### src/design/timer_map.vh
// Register map, field positions, reset values and divider counts of the timer block
`ifndef TIMER_MAP_VH
`define TIMER_MAP_VH

// ==================================================
// Register byte offsets
`define T0_LOW_OFF 8'h00
`define T1_LOW_OFF 8'h04
`define T0_HIGH_OFF 8'h08
`define T1_HIGH_OFF 8'h0c
`define CTRL_OFF 8'h10
`define MODE_OFF 8'h14
`define SCALE_OFF 8'h18
`define IRQEN_OFF 8'h1c
`define POL_OFF 8'h20

// ==================================================
// Field positions
`define CTRL_OVF1 7
`define CTRL_RUN1 6
`define CTRL_OVF0 5
`define CTRL_RUN0 4
`define MODE_GATE_EN1 7
`define MODE_CT1 6
`define MODE_T1_HI 5
`define MODE_T1_LO 4
`define MODE_GATE_EN0 3
`define MODE_CT0 2
`define MODE_T0_HI 1
`define MODE_T0_LO 0
`define SCALE_SYS1 4
`define SCALE_SYS0 3
`define SCALE_SEL_HI 1
`define SCALE_SEL_LO 0
`define IRQEN_EN1 3
`define IRQEN_EN0 1
`define POL_IN1 1
`define POL_IN0 0

// ==================================================
// Reset values
`define BYTE_RST 8'h00
`define POL_RST 2'h0

// ==================================================
// Operating modes
`define MODE_13BIT 2'h0
`define MODE_16BIT 2'h1
`define MODE_8RELOAD 2'h2
`define MODE_SPLIT 2'h3

// ==================================================
// Prescaler divide counts (terminal values, divide minus one)
`define DIV12_LAST 6'h0b
`define DIV4_LAST 6'h03
`define DIV48_LAST 6'h2f
`define DIV8_LAST 6'h07
`define SEL_DIV12 2'h0
`define SEL_DIV4 2'h1
`define SEL_DIV48 2'h2
`define SEL_EXT8 2'h3

`endif

### src/design/fall_detect.v
// Sampler and falling-edge detector for an external count or clock pin
module fall_detect (
	input wire pclk, // System clock
	input wire presetn, // Asynchronous reset, active low
	input wire pin, // External input level
	output reg fall_q // One-cycle pulse per high-to-low transition
);
	reg s1_q;
	reg s2_q;
	reg s3_q;

	// ==================================================
	// Three-stage sampling, edge taken between later stages
	always @(posedge pclk or negedge presetn) begin
		if (!presetn) begin
			s1_q <= 1'b1;
			s2_q <= 1'b1;
			s3_q <= 1'b1;
			fall_q <= 1'b0;
		end else begin
			s1_q <= pin;
			s2_q <= s1_q;
			s3_q <= s2_q;
			fall_q <= s3_q & ~s2_q;
		end
	end
endmodule // fall_detect

### src/design/prescaler.v
// Shared prescaler producing one-cycle enable pulses for the timers
`include "timer_map.vh"
module prescaler (
	input wire pclk, // System clock
	input wire presetn, // Asynchronous reset, active low
	input wire [1:0] prescale_select, // Divide selection
	input wire osc_fall, // Pulse per external oscillator falling edge
	output reg tick_q // Prescaled enable pulse
);
	reg [5:0] cnt_q;
	reg [5:0] last;
	wire step;

	// ==================================================
	// Terminal count and advance condition
	always @* begin
		case (prescale_select)
			`SEL_DIV12: last = `DIV12_LAST;
			`SEL_DIV4: last = `DIV4_LAST;
			`SEL_DIV48: last = `DIV48_LAST;
			default: last = `DIV8_LAST;
		endcase
	end

	assign step = (prescale_select == `SEL_EXT8) ? osc_fall : 1'b1;

	always @(posedge pclk or negedge presetn) begin
		if (!presetn) begin
			cnt_q <= 6'h00;
			tick_q <= 1'b0;
		end else begin
			tick_q <= 1'b0;
			if (cnt_q > last) begin
				cnt_q <= 6'h00;
			end else if (step) begin
				if (cnt_q == last) begin
					cnt_q <= 6'h00;
					tick_q <= 1'b1;
				end else begin
					cnt_q <= cnt_q + 6'h01;
				end
			end
		end
	end
endmodule // prescaler

### src/design/timer_block.v
// Dual counter/timer with APB register access
//
// Functional notes
// Timers 0 and 1 offer 13-bit, 16-bit, 8-bit reload; split mode on timer 0 only.
// Clock picked from five sources by per-timer selects and shared prescale field.
// Each timer counts either the prescaled clock or the undivided system clock.
// Counter operation increments once per falling edge on the count pin.
// Event counting works up to a quarter of system clock rate.
// The external source holds each level at least two system clocks.
// Each timer holds 16 bits read and written as low and high bytes.
// Shared control register holds run bits and reports overflow flags.
// Per-timer interrupt enable bits gate the interrupt requests.
// Shared mode register; each timer configured independently.
// In 13-bit mode the high byte holds the eight upper count bits.
// In 13-bit mode the five low count bits sit in low byte bits 4..0.
// In 13-bit mode low byte bits 7..5 are meaningless; software masks them.
// In 13-bit mode rollover from all ones sets the overflow flag.
// A set overflow flag with its enable raises that timer's interrupt.
// Timer 1 works like timer 0 with its own registers and bits.
// Count-select one counts pin falls; zero counts the selected clock.
// Counting needs run set and gate clear or gate input active.
// 16-bit mode uses all sixteen bits as the count.
// 8-bit reload mode reloads low byte from high byte on overflow, sets flag.
// A halted timer keeps its count and stays writable.
`include "timer_map.vh"
module timer_block (
	input wire pclk, // System clock
	input wire presetn, // Asynchronous reset, active low
	input wire psel, // APB select
	input wire penable, // APB enable
	input wire pwrite, // APB write
	input wire [7:0] paddr, // APB byte address
	input wire [31:0] pwdata, // APB write data
	output reg [31:0] prdata, // APB read data
	output reg pready, // APB ready
	output reg pslverr, // APB error on unmapped address
	input wire t0_count_pin, // Timer 0 count input
	input wire t1_count_pin, // Timer 1 count input
	input wire ext_gate_in0, // Timer 0 gate input
	input wire ext_gate_in1, // Timer 1 gate input
	input wire external_osc_clock, // External oscillator, sampled
	output reg t0_irq, // Timer 0 interrupt request
	output reg t1_irq // Timer 1 interrupt request
);
	// ==================================================
	// Registers
	reg [7:0] t0_low_byte_q;
	reg [7:0] t0_high_byte_q;
	reg [7:0] t1_low_byte_q;
	reg [7:0] t1_high_byte_q;
	reg [7:0] timer_control_reg_q;
	reg [7:0] timer_mode_reg_q;
	reg [7:0] clock_scale_reg_q;
	reg [7:0] interrupt_enable_reg_q;
	reg [1:0] polarity_q;
	reg in0_lvl_q;
	reg in1_lvl_q;

	// ==================================================
	// Functions
	// One count step in modes 0..2: {overflow, high, low}
	function [16:0] count_step;
		input [1:0] mode;
		input [7:0] lo;
		input [7:0] hi;
		reg [13:0] c13;
		reg [16:0] c16;
		reg [8:0] c8;
		begin
			c13 = {1'b0, hi, lo[4:0]} + 14'h0001;
			c16 = {1'b0, hi, lo} + 17'h00001;
			c8 = {1'b0, lo} + 9'h001;
			case (mode)
				`MODE_13BIT: begin
					count_step = {c13[13], c13[12:5], lo[7:5], c13[4:0]};
				end
				`MODE_16BIT: begin
					count_step = c16;
				end
				`MODE_8RELOAD: begin
					count_step = {c8[8], hi, (c8[8] ? hi : c8[7:0])};
				end
				default: begin
					count_step = {1'b0, hi, lo};
				end
			endcase
		end
	endfunction

	// Clock source pick for one timer
	function pick_source;
		input ct;
		input pin_fall;
		input sysm;
		input presc;
		begin
			if (ct) begin
				pick_source = pin_fall;
			end else begin
				pick_source = sysm ? 1'b1 : presc;
			end
		end
	endfunction

	// Run gating for one timer
	function run_ok;
		input run;
		input gate;
		input active;
		begin
			run_ok = run & (~gate | active);
		end
	endfunction

	// ==================================================
	// Field decode
	wire t0_run = timer_control_reg_q[`CTRL_RUN0];
	wire t1_run = timer_control_reg_q[`CTRL_RUN1];
	wire t0_overflow_flag = timer_control_reg_q[`CTRL_OVF0];
	wire t1_overflow_flag = timer_control_reg_q[`CTRL_OVF1];
	wire t0_gate_enable = timer_mode_reg_q[`MODE_GATE_EN0];
	wire t1_gate_enable = timer_mode_reg_q[`MODE_GATE_EN1];
	wire t0_count_select = timer_mode_reg_q[`MODE_CT0];
	wire t1_count_select = timer_mode_reg_q[`MODE_CT1];
	wire [1:0] t0_mode = timer_mode_reg_q[`MODE_T0_HI:`MODE_T0_LO];
	wire [1:0] t1_mode = timer_mode_reg_q[`MODE_T1_HI:`MODE_T1_LO];
	wire t0_system_clock_select = clock_scale_reg_q[`SCALE_SYS0];
	wire t1_system_clock_select = clock_scale_reg_q[`SCALE_SYS1];
	wire [1:0] prescale_select = clock_scale_reg_q[`SCALE_SEL_HI:`SCALE_SEL_LO];
	wire t0_irq_enable = interrupt_enable_reg_q[`IRQEN_EN0];
	wire t1_irq_enable = interrupt_enable_reg_q[`IRQEN_EN1];
	wire t0_split = (t0_mode == `MODE_SPLIT);

	// ==================================================
	// Pin sampling and prescaler
	wire t0_fall;
	wire t1_fall;
	wire osc_fall;
	wire presc_tick;

	fall_detect u_t0_pin (
		.pclk(pclk),
		.presetn(presetn),
		.pin(t0_count_pin),
		.fall_q(t0_fall)
	);

	fall_detect u_t1_pin (
		.pclk(pclk),
		.presetn(presetn),
		.pin(t1_count_pin),
		.fall_q(t1_fall)
	);

	fall_detect u_osc_pin (
		.pclk(pclk),
		.presetn(presetn),
		.pin(external_osc_clock),
		.fall_q(osc_fall)
	);

	prescaler u_prescaler (
		.pclk(pclk),
		.presetn(presetn),
		.prescale_select(prescale_select),
		.osc_fall(osc_fall),
		.tick_q(presc_tick)
	);

	// Gate inputs active when their level matches the polarity bit
	wire act0 = (in0_lvl_q == polarity_q[`POL_IN0]);
	wire act1 = (in1_lvl_q == polarity_q[`POL_IN1]);

	// ==================================================
	// Count enables
	wire run0 = run_ok(t0_run, t0_gate_enable, act0);
	wire tick0 = run0 & pick_source(t0_count_select, t0_fall, t0_system_clock_select, presc_tick);
	// Split mode upper half: timer function only, run by timer 1 run bit
	wire t0_hi_tick = t1_run & pick_source(1'b0, 1'b0, t0_system_clock_select, presc_tick);
	// Timer 1 runs on mode alone and loses its pin while timer 0 is split
	wire run1 = t0_split ? (t1_mode != `MODE_SPLIT) : (run_ok(t1_run, t1_gate_enable, act1) &
		(t1_mode != `MODE_SPLIT));
	wire tick1 = run1 & pick_source(t1_count_select & ~t0_split, t1_fall, t1_system_clock_select, presc_tick);

	// ==================================================
	// Next counts
	reg [7:0] t0_nxt_lo;
	reg [7:0] t0_nxt_hi;
	reg t0_ovf;
	reg t0_hi_ovf;
	reg [7:0] t1_nxt_lo;
	reg [7:0] t1_nxt_hi;
	reg t1_ovf;

	always @* begin
		t0_nxt_lo = t0_low_byte_q;
		t0_nxt_hi = t0_high_byte_q;
		t0_ovf = 1'b0;
		t0_hi_ovf = 1'b0;
		if (t0_split) begin
			if (tick0) begin
				{t0_ovf, t0_nxt_lo} = {1'b0, t0_low_byte_q} + 9'h001;
			end
			if (t0_hi_tick) begin
				{t0_hi_ovf, t0_nxt_hi} = {1'b0, t0_high_byte_q} + 9'h001;
			end
		end else if (tick0) begin
			{t0_ovf, t0_nxt_hi, t0_nxt_lo} = count_step(t0_mode, t0_low_byte_q, t0_high_byte_q);
		end
	end

	always @* begin
		t1_nxt_lo = t1_low_byte_q;
		t1_nxt_hi = t1_high_byte_q;
		t1_ovf = 1'b0;
		if (tick1) begin
			{t1_ovf, t1_nxt_hi, t1_nxt_lo} = count_step(t1_mode, t1_low_byte_q, t1_high_byte_q);
		end
	end

	// Timer 1 overflow cannot reach its flag while timer 0 is split
	wire set_ovf0 = t0_ovf;
	wire set_ovf1 = (t1_ovf & ~t0_split) | t0_hi_ovf;

	// ==================================================
	// APB decode
	wire setup = psel & ~penable;
	wire wr = psel & penable & pready & pwrite;
	wire hit_t0l = (paddr == `T0_LOW_OFF);
	wire hit_t1l = (paddr == `T1_LOW_OFF);
	wire hit_t0h = (paddr == `T0_HIGH_OFF);
	wire hit_t1h = (paddr == `T1_HIGH_OFF);
	wire hit_ctrl = (paddr == `CTRL_OFF);
	wire hit_mode = (paddr == `MODE_OFF);
	wire hit_scale = (paddr == `SCALE_OFF);
	wire hit_irqen = (paddr == `IRQEN_OFF);
	wire hit_pol = (paddr == `POL_OFF);
	wire mapped = hit_t0l | hit_t1l | hit_t0h | hit_t1h | hit_ctrl | hit_mode |
		hit_scale | hit_irqen | hit_pol;

	reg [7:0] rd_byte;

	always @* begin
		case (paddr)
			`T0_LOW_OFF: rd_byte = t0_low_byte_q;
			`T1_LOW_OFF: rd_byte = t1_low_byte_q;
			`T0_HIGH_OFF: rd_byte = t0_high_byte_q;
			`T1_HIGH_OFF: rd_byte = t1_high_byte_q;
			`CTRL_OFF: rd_byte = timer_control_reg_q;
			`MODE_OFF: rd_byte = timer_mode_reg_q;
			`SCALE_OFF: rd_byte = clock_scale_reg_q;
			`IRQEN_OFF: rd_byte = interrupt_enable_reg_q;
			`POL_OFF: rd_byte = {6'h00, polarity_q};
			default: rd_byte = 8'h00;
		endcase
	end

	// ==================================================
	// Bus response: ready one cycle after setup, zero wait states
	always @(posedge pclk or negedge presetn) begin
		if (!presetn) begin
			pready <= 1'b0;
			pslverr <= 1'b0;
			prdata <= 32'h00000000;
		end else begin
			pready <= setup;
			pslverr <= setup & ~mapped;
			if (setup) begin
				prdata <= {24'h000000, rd_byte};
			end
		end
	end

	// ==================================================
	// Count registers: a software write wins over a count in the same cycle
	always @(posedge pclk or negedge presetn) begin
		if (!presetn) begin
			t0_low_byte_q <= `BYTE_RST;
			t0_high_byte_q <= `BYTE_RST;
			t1_low_byte_q <= `BYTE_RST;
			t1_high_byte_q <= `BYTE_RST;
		end else begin
			t0_low_byte_q <= (wr & hit_t0l) ? pwdata[7:0] : t0_nxt_lo;
			t0_high_byte_q <= (wr & hit_t0h) ? pwdata[7:0] : t0_nxt_hi;
			t1_low_byte_q <= (wr & hit_t1l) ? pwdata[7:0] : t1_nxt_lo;
			t1_high_byte_q <= (wr & hit_t1h) ? pwdata[7:0] : t1_nxt_hi;
		end
	end

	// ==================================================
	// Control register: hardware overflow set wins over a software clear
	always @(posedge pclk or negedge presetn) begin
		if (!presetn) begin
			timer_control_reg_q <= `BYTE_RST;
		end else begin
			if (wr & hit_ctrl) begin
				timer_control_reg_q <= pwdata[7:0];
			end
			if (set_ovf0) begin
				timer_control_reg_q[`CTRL_OVF0] <= 1'b1;
			end
			if (set_ovf1) begin
				timer_control_reg_q[`CTRL_OVF1] <= 1'b1;
			end
		end
	end

	// ==================================================
	// Configuration registers
	always @(posedge pclk or negedge presetn) begin
		if (!presetn) begin
			timer_mode_reg_q <= `BYTE_RST;
			clock_scale_reg_q <= `BYTE_RST;
			interrupt_enable_reg_q <= `BYTE_RST;
			polarity_q <= `POL_RST;
		end else begin
			if (wr & hit_mode) begin
				timer_mode_reg_q <= pwdata[7:0];
			end
			if (wr & hit_scale) begin
				clock_scale_reg_q <= pwdata[7:0];
			end
			if (wr & hit_irqen) begin
				interrupt_enable_reg_q <= pwdata[7:0];
			end
			if (wr & hit_pol) begin
				polarity_q <= pwdata[1:0];
			end
		end
	end

	// ==================================================
	// Gate input sampling and interrupt requests
	always @(posedge pclk or negedge presetn) begin
		if (!presetn) begin
			in0_lvl_q <= 1'b0;
			in1_lvl_q <= 1'b0;
			t0_irq <= 1'b0;
			t1_irq <= 1'b0;
		end else begin
			in0_lvl_q <= ext_gate_in0;
			in1_lvl_q <= ext_gate_in1;
			t0_irq <= t0_overflow_flag & t0_irq_enable;
			t1_irq <= t1_overflow_flag & t1_irq_enable;
		end
	end
endmodule // timer_block

### config.mk
export PLATFORM = sky130hd
export DESIGN_NAME = timer_block
export DESIGN_NICKNAME = d
export VERILOG_FILES = /design/src/design/fall_detect.v /design/src/design/prescaler.v /design/src/design/timer_block.v
export VERILOG_INCLUDE_DIRS = /design/src /design/src/design
export SDC_FILE = /design/constraint.sdc
export NUM_CORES = 1
export LEC_CHECK = 0
export BUFFER_PORTS_ARGS = -buffer_cell sky130_fd_sc_hd__buf_2
export CAP_MARGIN = 10
export CELL_PAD_IN_SITES_DETAIL_PLACEMENT = 1
export CELL_PAD_IN_SITES_GLOBAL_PLACEMENT = 1
export CORE_ASPECT_RATIO = 1.25
export CORE_UTILIZATION = 48
export DETAILED_ROUTE_END_ITERATION = 8
export GPL_TIMING_DRIVEN = 0
export PLACE_DENSITY_LB_ADDON = 0.05
export SLEW_MARGIN = 10
export SYNTH_ARGS = -nofsm -noshare
export SYNTH_HDL_FRONTEND = slang
export SYNTH_SLANG_ARGS = --single-unit
export TNS_END_PERCENT = 5
### constraint.sdc
create_clock -name pclk -period 4.2 [get_ports pclk]
set_clock_uncertainty 0.1 [all_clocks]
set_input_delay 0.21 -clock pclk [delete_from_list [all_inputs] [get_ports pclk]]
set_output_delay 0.21 -clock pclk [all_outputs]
set_load 0.005 [all_outputs]
# Word level (Yosys, flattened, before mapping)
# Cells that the tools add are included.
op_classes:
  n_eq_ne: 25
  n_mux: 39
  bitwise: 46
  n_addsub: 8
  reduce_logical: 23
  n_lt_le_gt_ge: 1
ops:
  columns: ["operator", "n"]
  rows:
  - ["8-bit 2-to-1 mux", 15]
  - ["17-bit one-hot mux with 3 select lines", 2]
  - ["8-bit one-hot mux with 9 select lines", 1]
  - ["16-bit by 1-bit adder with 17-bit output (second input constant)", 2]
  - ["8-bit by 5-bit == test with 1-bit output (second input constant)", 4]
  - ["13-bit by 1-bit adder with 14-bit output (second input constant)", 2]
  - ["8-bit by 1-bit adder with 9-bit output (second input constant)", 3]
  - ["1-bit AND", 27]
  - ["6-bit 2-to-1 mux", 3]
  - ["6-bit one-hot mux with 3 select lines", 1]
  - ["1-bit 2-to-1 mux", 17]
  - ["8-bit by 4-bit == test with 1-bit output (second input constant)", 2]
  - ["2-bit nonzero test", 6]
  - ["4-bit nonzero test", 3]
  - ["1-bit OR", 11]
  - ["2-bit == test (second input constant)", 5]
  - ["3-bit AND reduction", 3]
  - ["3-bit nonzero test", 3]
  - ["8-bit by 3-bit == test with 1-bit output (second input constant)", 1]
  - ["8-bit by 6-bit == test with 1-bit output (second input constant)", 1]
  - ["8-bit zero test", 1]
  - ["1-bit NOT", 8]
  - ["6-bit by 1-bit adder with 6-bit output (second input constant)", 1]
  - ["2-bit by 1-bit == test with 1-bit output (second input constant)", 3]
  - ["10 further kinds", 17]
totals:
  inputBits: 50
  word_cells: 176
  ff_bits: 99
  out_inout_bits: 36

# Longest topological paths before layout
logic_depth:
  word_depth: 11
  depth_mapped: 9
  depth_no_buf: 8

# Modules after synthesis
# From an unflattened synthesis, not the netlist that was laid out.
hier_totals:
  cells_unflattened: 705
  area_unflattened_um2: 6387.4
by_module_without_submodules:
  columns: ["mod", "cells_per_inst", "instances", "area_each_um2", "seq_area_each_um2"]
  rows:
  - ["timer_block", 637, 1, 5571.6, 2001.9]
  - ["prescaler", 53, 1, 462.9, 175.2]
  - ["fall_detect", 5, 3, 117.6, 103.8]

# Least setup slack after synthesis
# OpenSTA, ideal clock, no wires.
synth_path:
  path_kind: "register to register"
  start: "reg t1_low_byte_q[0]"
  end: "reg t1_low_byte_q[1]"
  required_time_ps: 3968
  setup_ps: 132
  path_slack_ps: 2168
  stages_incl_launch_ff: 8
  t_arrival_ps: 1800
  path_cell_list: "dfrtp_1 > ha_1 > nand4_1 > or2_2 > clkbuf_1 > a22o_1 > a221oi_1 > o21ai_0"
synth_via:
  elab_chain_len: 5
  elab_cells_between_ends: 7
  classes_between: "3 x add/sub; 4 x mux"
synth_rtl:
  columns: ["item", "line", "text"]
  rows:
  - ["start: declaration", "timer_block.v:49", "reg [7:0] t1_low_byte_q;"]
  - ["start signal: assignment", "timer_block.v:280", "t1_low_byte_q <= `BYTE_RST;"]
  - ["start signal: assignment", "timer_block.v:285", "t1_low_byte_q <= (wr & hit_t1l) ? pwdata[7:0] : t1_nxt_lo;"]
  - ["8-bit by 1-bit adder with 9-bit output", "timer_block.v:72", "c8 = {1'b0, lo} + 9'h001;"]
  - ["8-bit 2-to-1 mux", "timer_block.v:81", "count_step = {c8[8], hi, (c8[8] ? hi : c8[7:0])};"]
  - ["17-bit one-hot mux with 3 select lines *", "timer_block.v:73", "case (mode)"]
  - ["8-bit 2-to-1 mux *", "timer_block.v:216", "if (tick1) begin"]
  - ["8-bit 2-to-1 mux *", "timer_block.v:285", null]
# Every way passes the cells marked *; elsewhere a longest branch is shown, timed or not. The select of a mux whose other input is x is not followed.
# A chain may end at the register's enable or synchronous reset.

# Worst setup path in the final report
layout_path:
  start: "reg timer_mode_reg_q[1]"
  end: "reg t1_low_byte_q[7]"
layout_via:
  elab_chain_len: 7
  elab_cells_between_ends: 8
  classes_between: "1 x eq/ne; 2 x mux; 3 x bitwise; 2 x reduce/logical"
layout_rtl:
  columns: ["item", "line", "text"]
  rows:
  - ["start: declaration", "timer_block.v:52", "reg [7:0] timer_mode_reg_q;"]
  - ["start signal: assignment", "timer_block.v:312", "timer_mode_reg_q <= `BYTE_RST;"]
  - ["start signal: assignment", "timer_block.v:318", "timer_mode_reg_q <= pwdata[7:0];"]
  - ["2-bit == test (no line) *", null, null]
  - ["1-bit NOT", "timer_block.v:183", "wire tick1 = run1 & pick_source(t1_count_select & ~t0_split, t1_fall, t1_system_clock_select, presc_tick);"]
  - ["1-bit AND", "timer_block.v:183", null]
  - ["1-bit 2-to-1 mux", "timer_block.v:97", "if (ct) begin"]
  - ["1-bit AND *", "timer_block.v:183", null]
  - ["2-bit nonzero test (no line) *", null, null]
  - ["3-bit AND reduction (no line) *", null, null]
# Every way passes the cells marked *; elsewhere a longest branch is shown, timed or not.

==> results.tsv <==
metric	value	unit
vias in the first global route	5929	
htree depth	3	
Resized cells post-CTS	0	
Initial Utilization	0.501	
Worst Path Arrival	2.89	ns
crit path from	timer_mode_reg_q[1]$_DFFE_PN0P_	
Max Cap Viol	0	
Hold Fails Final Rpt	0	
post-route minimum period	2.77	ns
Routed WL	20900	um
area delta synth->final	13.4	%
vias per cell	6.35	
Synth top area share	0.365	
outcome	finished, final reports clean	
CTS clk-pin slew, worst paths	0.07	ns
Crit path max-delay family	compound AO/OA/AOI/OAI gates	
fill count	1443	
fin cells	906	
DRC	0	
Max Freq	0.361	GHz
footprint of the multi-input gates	0.00336	sq mm
Critical Path Sink Type	flip-flop	
standard-cell row count	45	
Synth warnings	0	
WP buf/inv	2	
CP Max Fanout	10	
post-placement cell count	884	
Nets	798	
CP Data Required Time	4.32	ns
Synth Instances	663	
Placer Congestion	0.961	
FF-to-FF path depth	7	
Post-synth top cells	90 x dfrtp_1, 69 x nand2_1, 52 x o21ai_0	
Initial DRT Pass Iterations	6	
Final setup viols	0	
Clock Tree Buf Depth	2	
Netlist cell types	76	
Most used DFF post-synth	dfrtp_1	
Worst Tran Pin Value	1.12	ns
global router's overall resource usage	0.333	
total clock buffers created by CTS	9	
min-delay src	pwdata[5]	
startpoint types	flip-flop	
CP Depth	7	
Avg WL per Cell	23.1	um
final count of pins violating max slew	0	
initial antenna violation count	0	
Hold Buf Count CTS	6	
Root Driver	clkbuf_16	
CTS tree	built	
Pwr Density	308	mW/mm^2
fin crit share	0.660	
post-synth top area cell	dfrtp_1	
share of cells above drive strength 1	0.191	
clock sink count	99	
die height	129	um
I/O Pins	86	
Slew HR	0.249	
Post-synth EDFFs	0	
first-pass GRT wire length	32600	um
core area	0.0123	sq mm
final antenna-violating net count	0	
synth top area cells	dfrtp_1 36%, mux2_2 4.4%, o21ai_0 4.2%	
register area	0.00249	sq mm
IO Port Bufs	33	
vias	5755	
setup TNS	0	ns
DR iter-0 viols	310	
GR Overflow Total	0	
utilization after layout	0.568	
Antenna diodes	0	
worst hold path depth	3	
CP Cell Sequence	ha_1, clkbuf_1, inv_1, a21boi_1, o311ai_0, o211ai_1, o21ai_0	
Syn Std Cell Area	0.00618	sq mm
die span in x	103	um
hold slack	0.0785	ns
Post-Syn Area per Cell	9.32	sq um
RSZ-0062 raised after global routing	no	
register area share after synthesis	0.403	
Post-synth ARST share	1.00	
worst-skew pair later-pin latency	0.35	ns
HPWL Detailed	15200	um
worst hold path class	in2reg	
postcts setup bufs	0	
Die ar.	0.0133	sq mm
leakage	3.07	nW
Crit-path slowest cell	a21boi_1	
Setup CP Type	reg2reg	
Pwr Total	0.00216	W
largest net degree at the start of global routing	60	
CP peak stage delay	0.58	ns
most common cell in the netlist	dfrtp_1	
VDD IR-drop max	249	uV
worst r2r src	timer_mode_reg_q[1]$_DFFE_PN0P_	
FF+latch count, synth	99	
[flip-flops by register name, indices dropped and copies added (netlist names), 8 cells and up]
register                count
prdata                      8
timer_control_reg_q         8
t0_low_byte_q               8
interrupt_enable_reg_q      8
t1_low_byte_q               8
timer_mode_reg_q            8
t1_high_byte_q              8
t0_high_byte_q              8
clock_scale_reg_q           8
[path summary, 6_finish.rpt]
check | endpoint | slack (ns)
worst min register to register | u_t1_pin.s2_q$_DFF_PN1_ | 0.26
worst min-delay path | timer_mode_reg_q[5]$_DFFE_PN0P_ | 0.08
worst max register to register | t1_low_byte_q[7]$_DFFE_PN0P_ | 1.43
max in group asynchronous | u_t0_pin.s1_q$_DFF_PN1_ | 2.93
min in group asynchronous | t1_low_byte_q[0]$_DFFE_PN0P_ | 0.32
worst max-delay path | t1_low_byte_q[7]$_DFFE_PN0P_ | 1.43
[report_power, final]
| group | leakage, nW | internal (W) | switching (W) |
|---|---|---|---|
| sequential | 1.19 | 0.000997 | 0.0000449 |
| combinational | 1.74 | 0.000118 | 0.000175 |
| clock | 0.141 | 0.000427 | 0.000398 |
| total | 3.07 | 0.00154 | 0.000618 |
[cell type report]
| type | instances | area share |
|---|---|---|
| plain buffers | 61 | 0.0486 |
| clock buffers | 11 | 0.0346 |
| flip-flops and latches | 99 | 0.355 |
| well taps | 164 | 0.0293 |
| clock inverters | 5 | 0.00571 |
| multi-input cells | 506 | 0.479 |
| inverters | 20 | 0.0107 |
| repair buffers | 40 | 0.0364 |
[metrics by stage]
stage / area [sq um] / setup slack [ns]
2_1_floorplan: 6260 / 2.17
3_3_place_gp: 6630 / 1.60
3_5_place_dp: 6660 / 1.47
4_1_cts: 7010 / 1.51
5_1_grt: 7010 / 1.30
6_report: 7010 / 1.43
[layout by cell type (no fill, tap or decap), drive strengths merged, types with 24 or more instances in the layout]
cell type,n
nor2,38
buf,73
nand3,24
a21oi,27
mux2,27
dfrtp,90
o21ai,53
nand2,70
conb,24
inv,24
clkbuf,33
[worst min-delay path, stage by stage]
cell and delay [ns]:
buf_2 0.15, nand2_1 0.07, o21ai_0 0.06
[per-layer routing]
layer / GRT usage / vias to the layer above / routed length, um
met5: 0 / - / 0
met3: 0.0500 / 63 / 1100
met1: 0.418 / 2910 / 8350
li1: - / 2558 / -
met4: 0.152 / 0 / 822
met2: 0.561 / 224 / 10600
[logic make-up after synthesis]
| family | synth area share |
|---|---|
| compound gates | 0.198 |
| xor+xnor | 0.0312 |
| fa+ha+maj | 0.0223 |
| buf+inv | 0.0672 |
| flops | 0.403 |
| mux | 0.0899 |
| other cells | 0.000607 |
| simple gates | 0.188 |
Note: power is estimated with default switching activity, not from simulation.
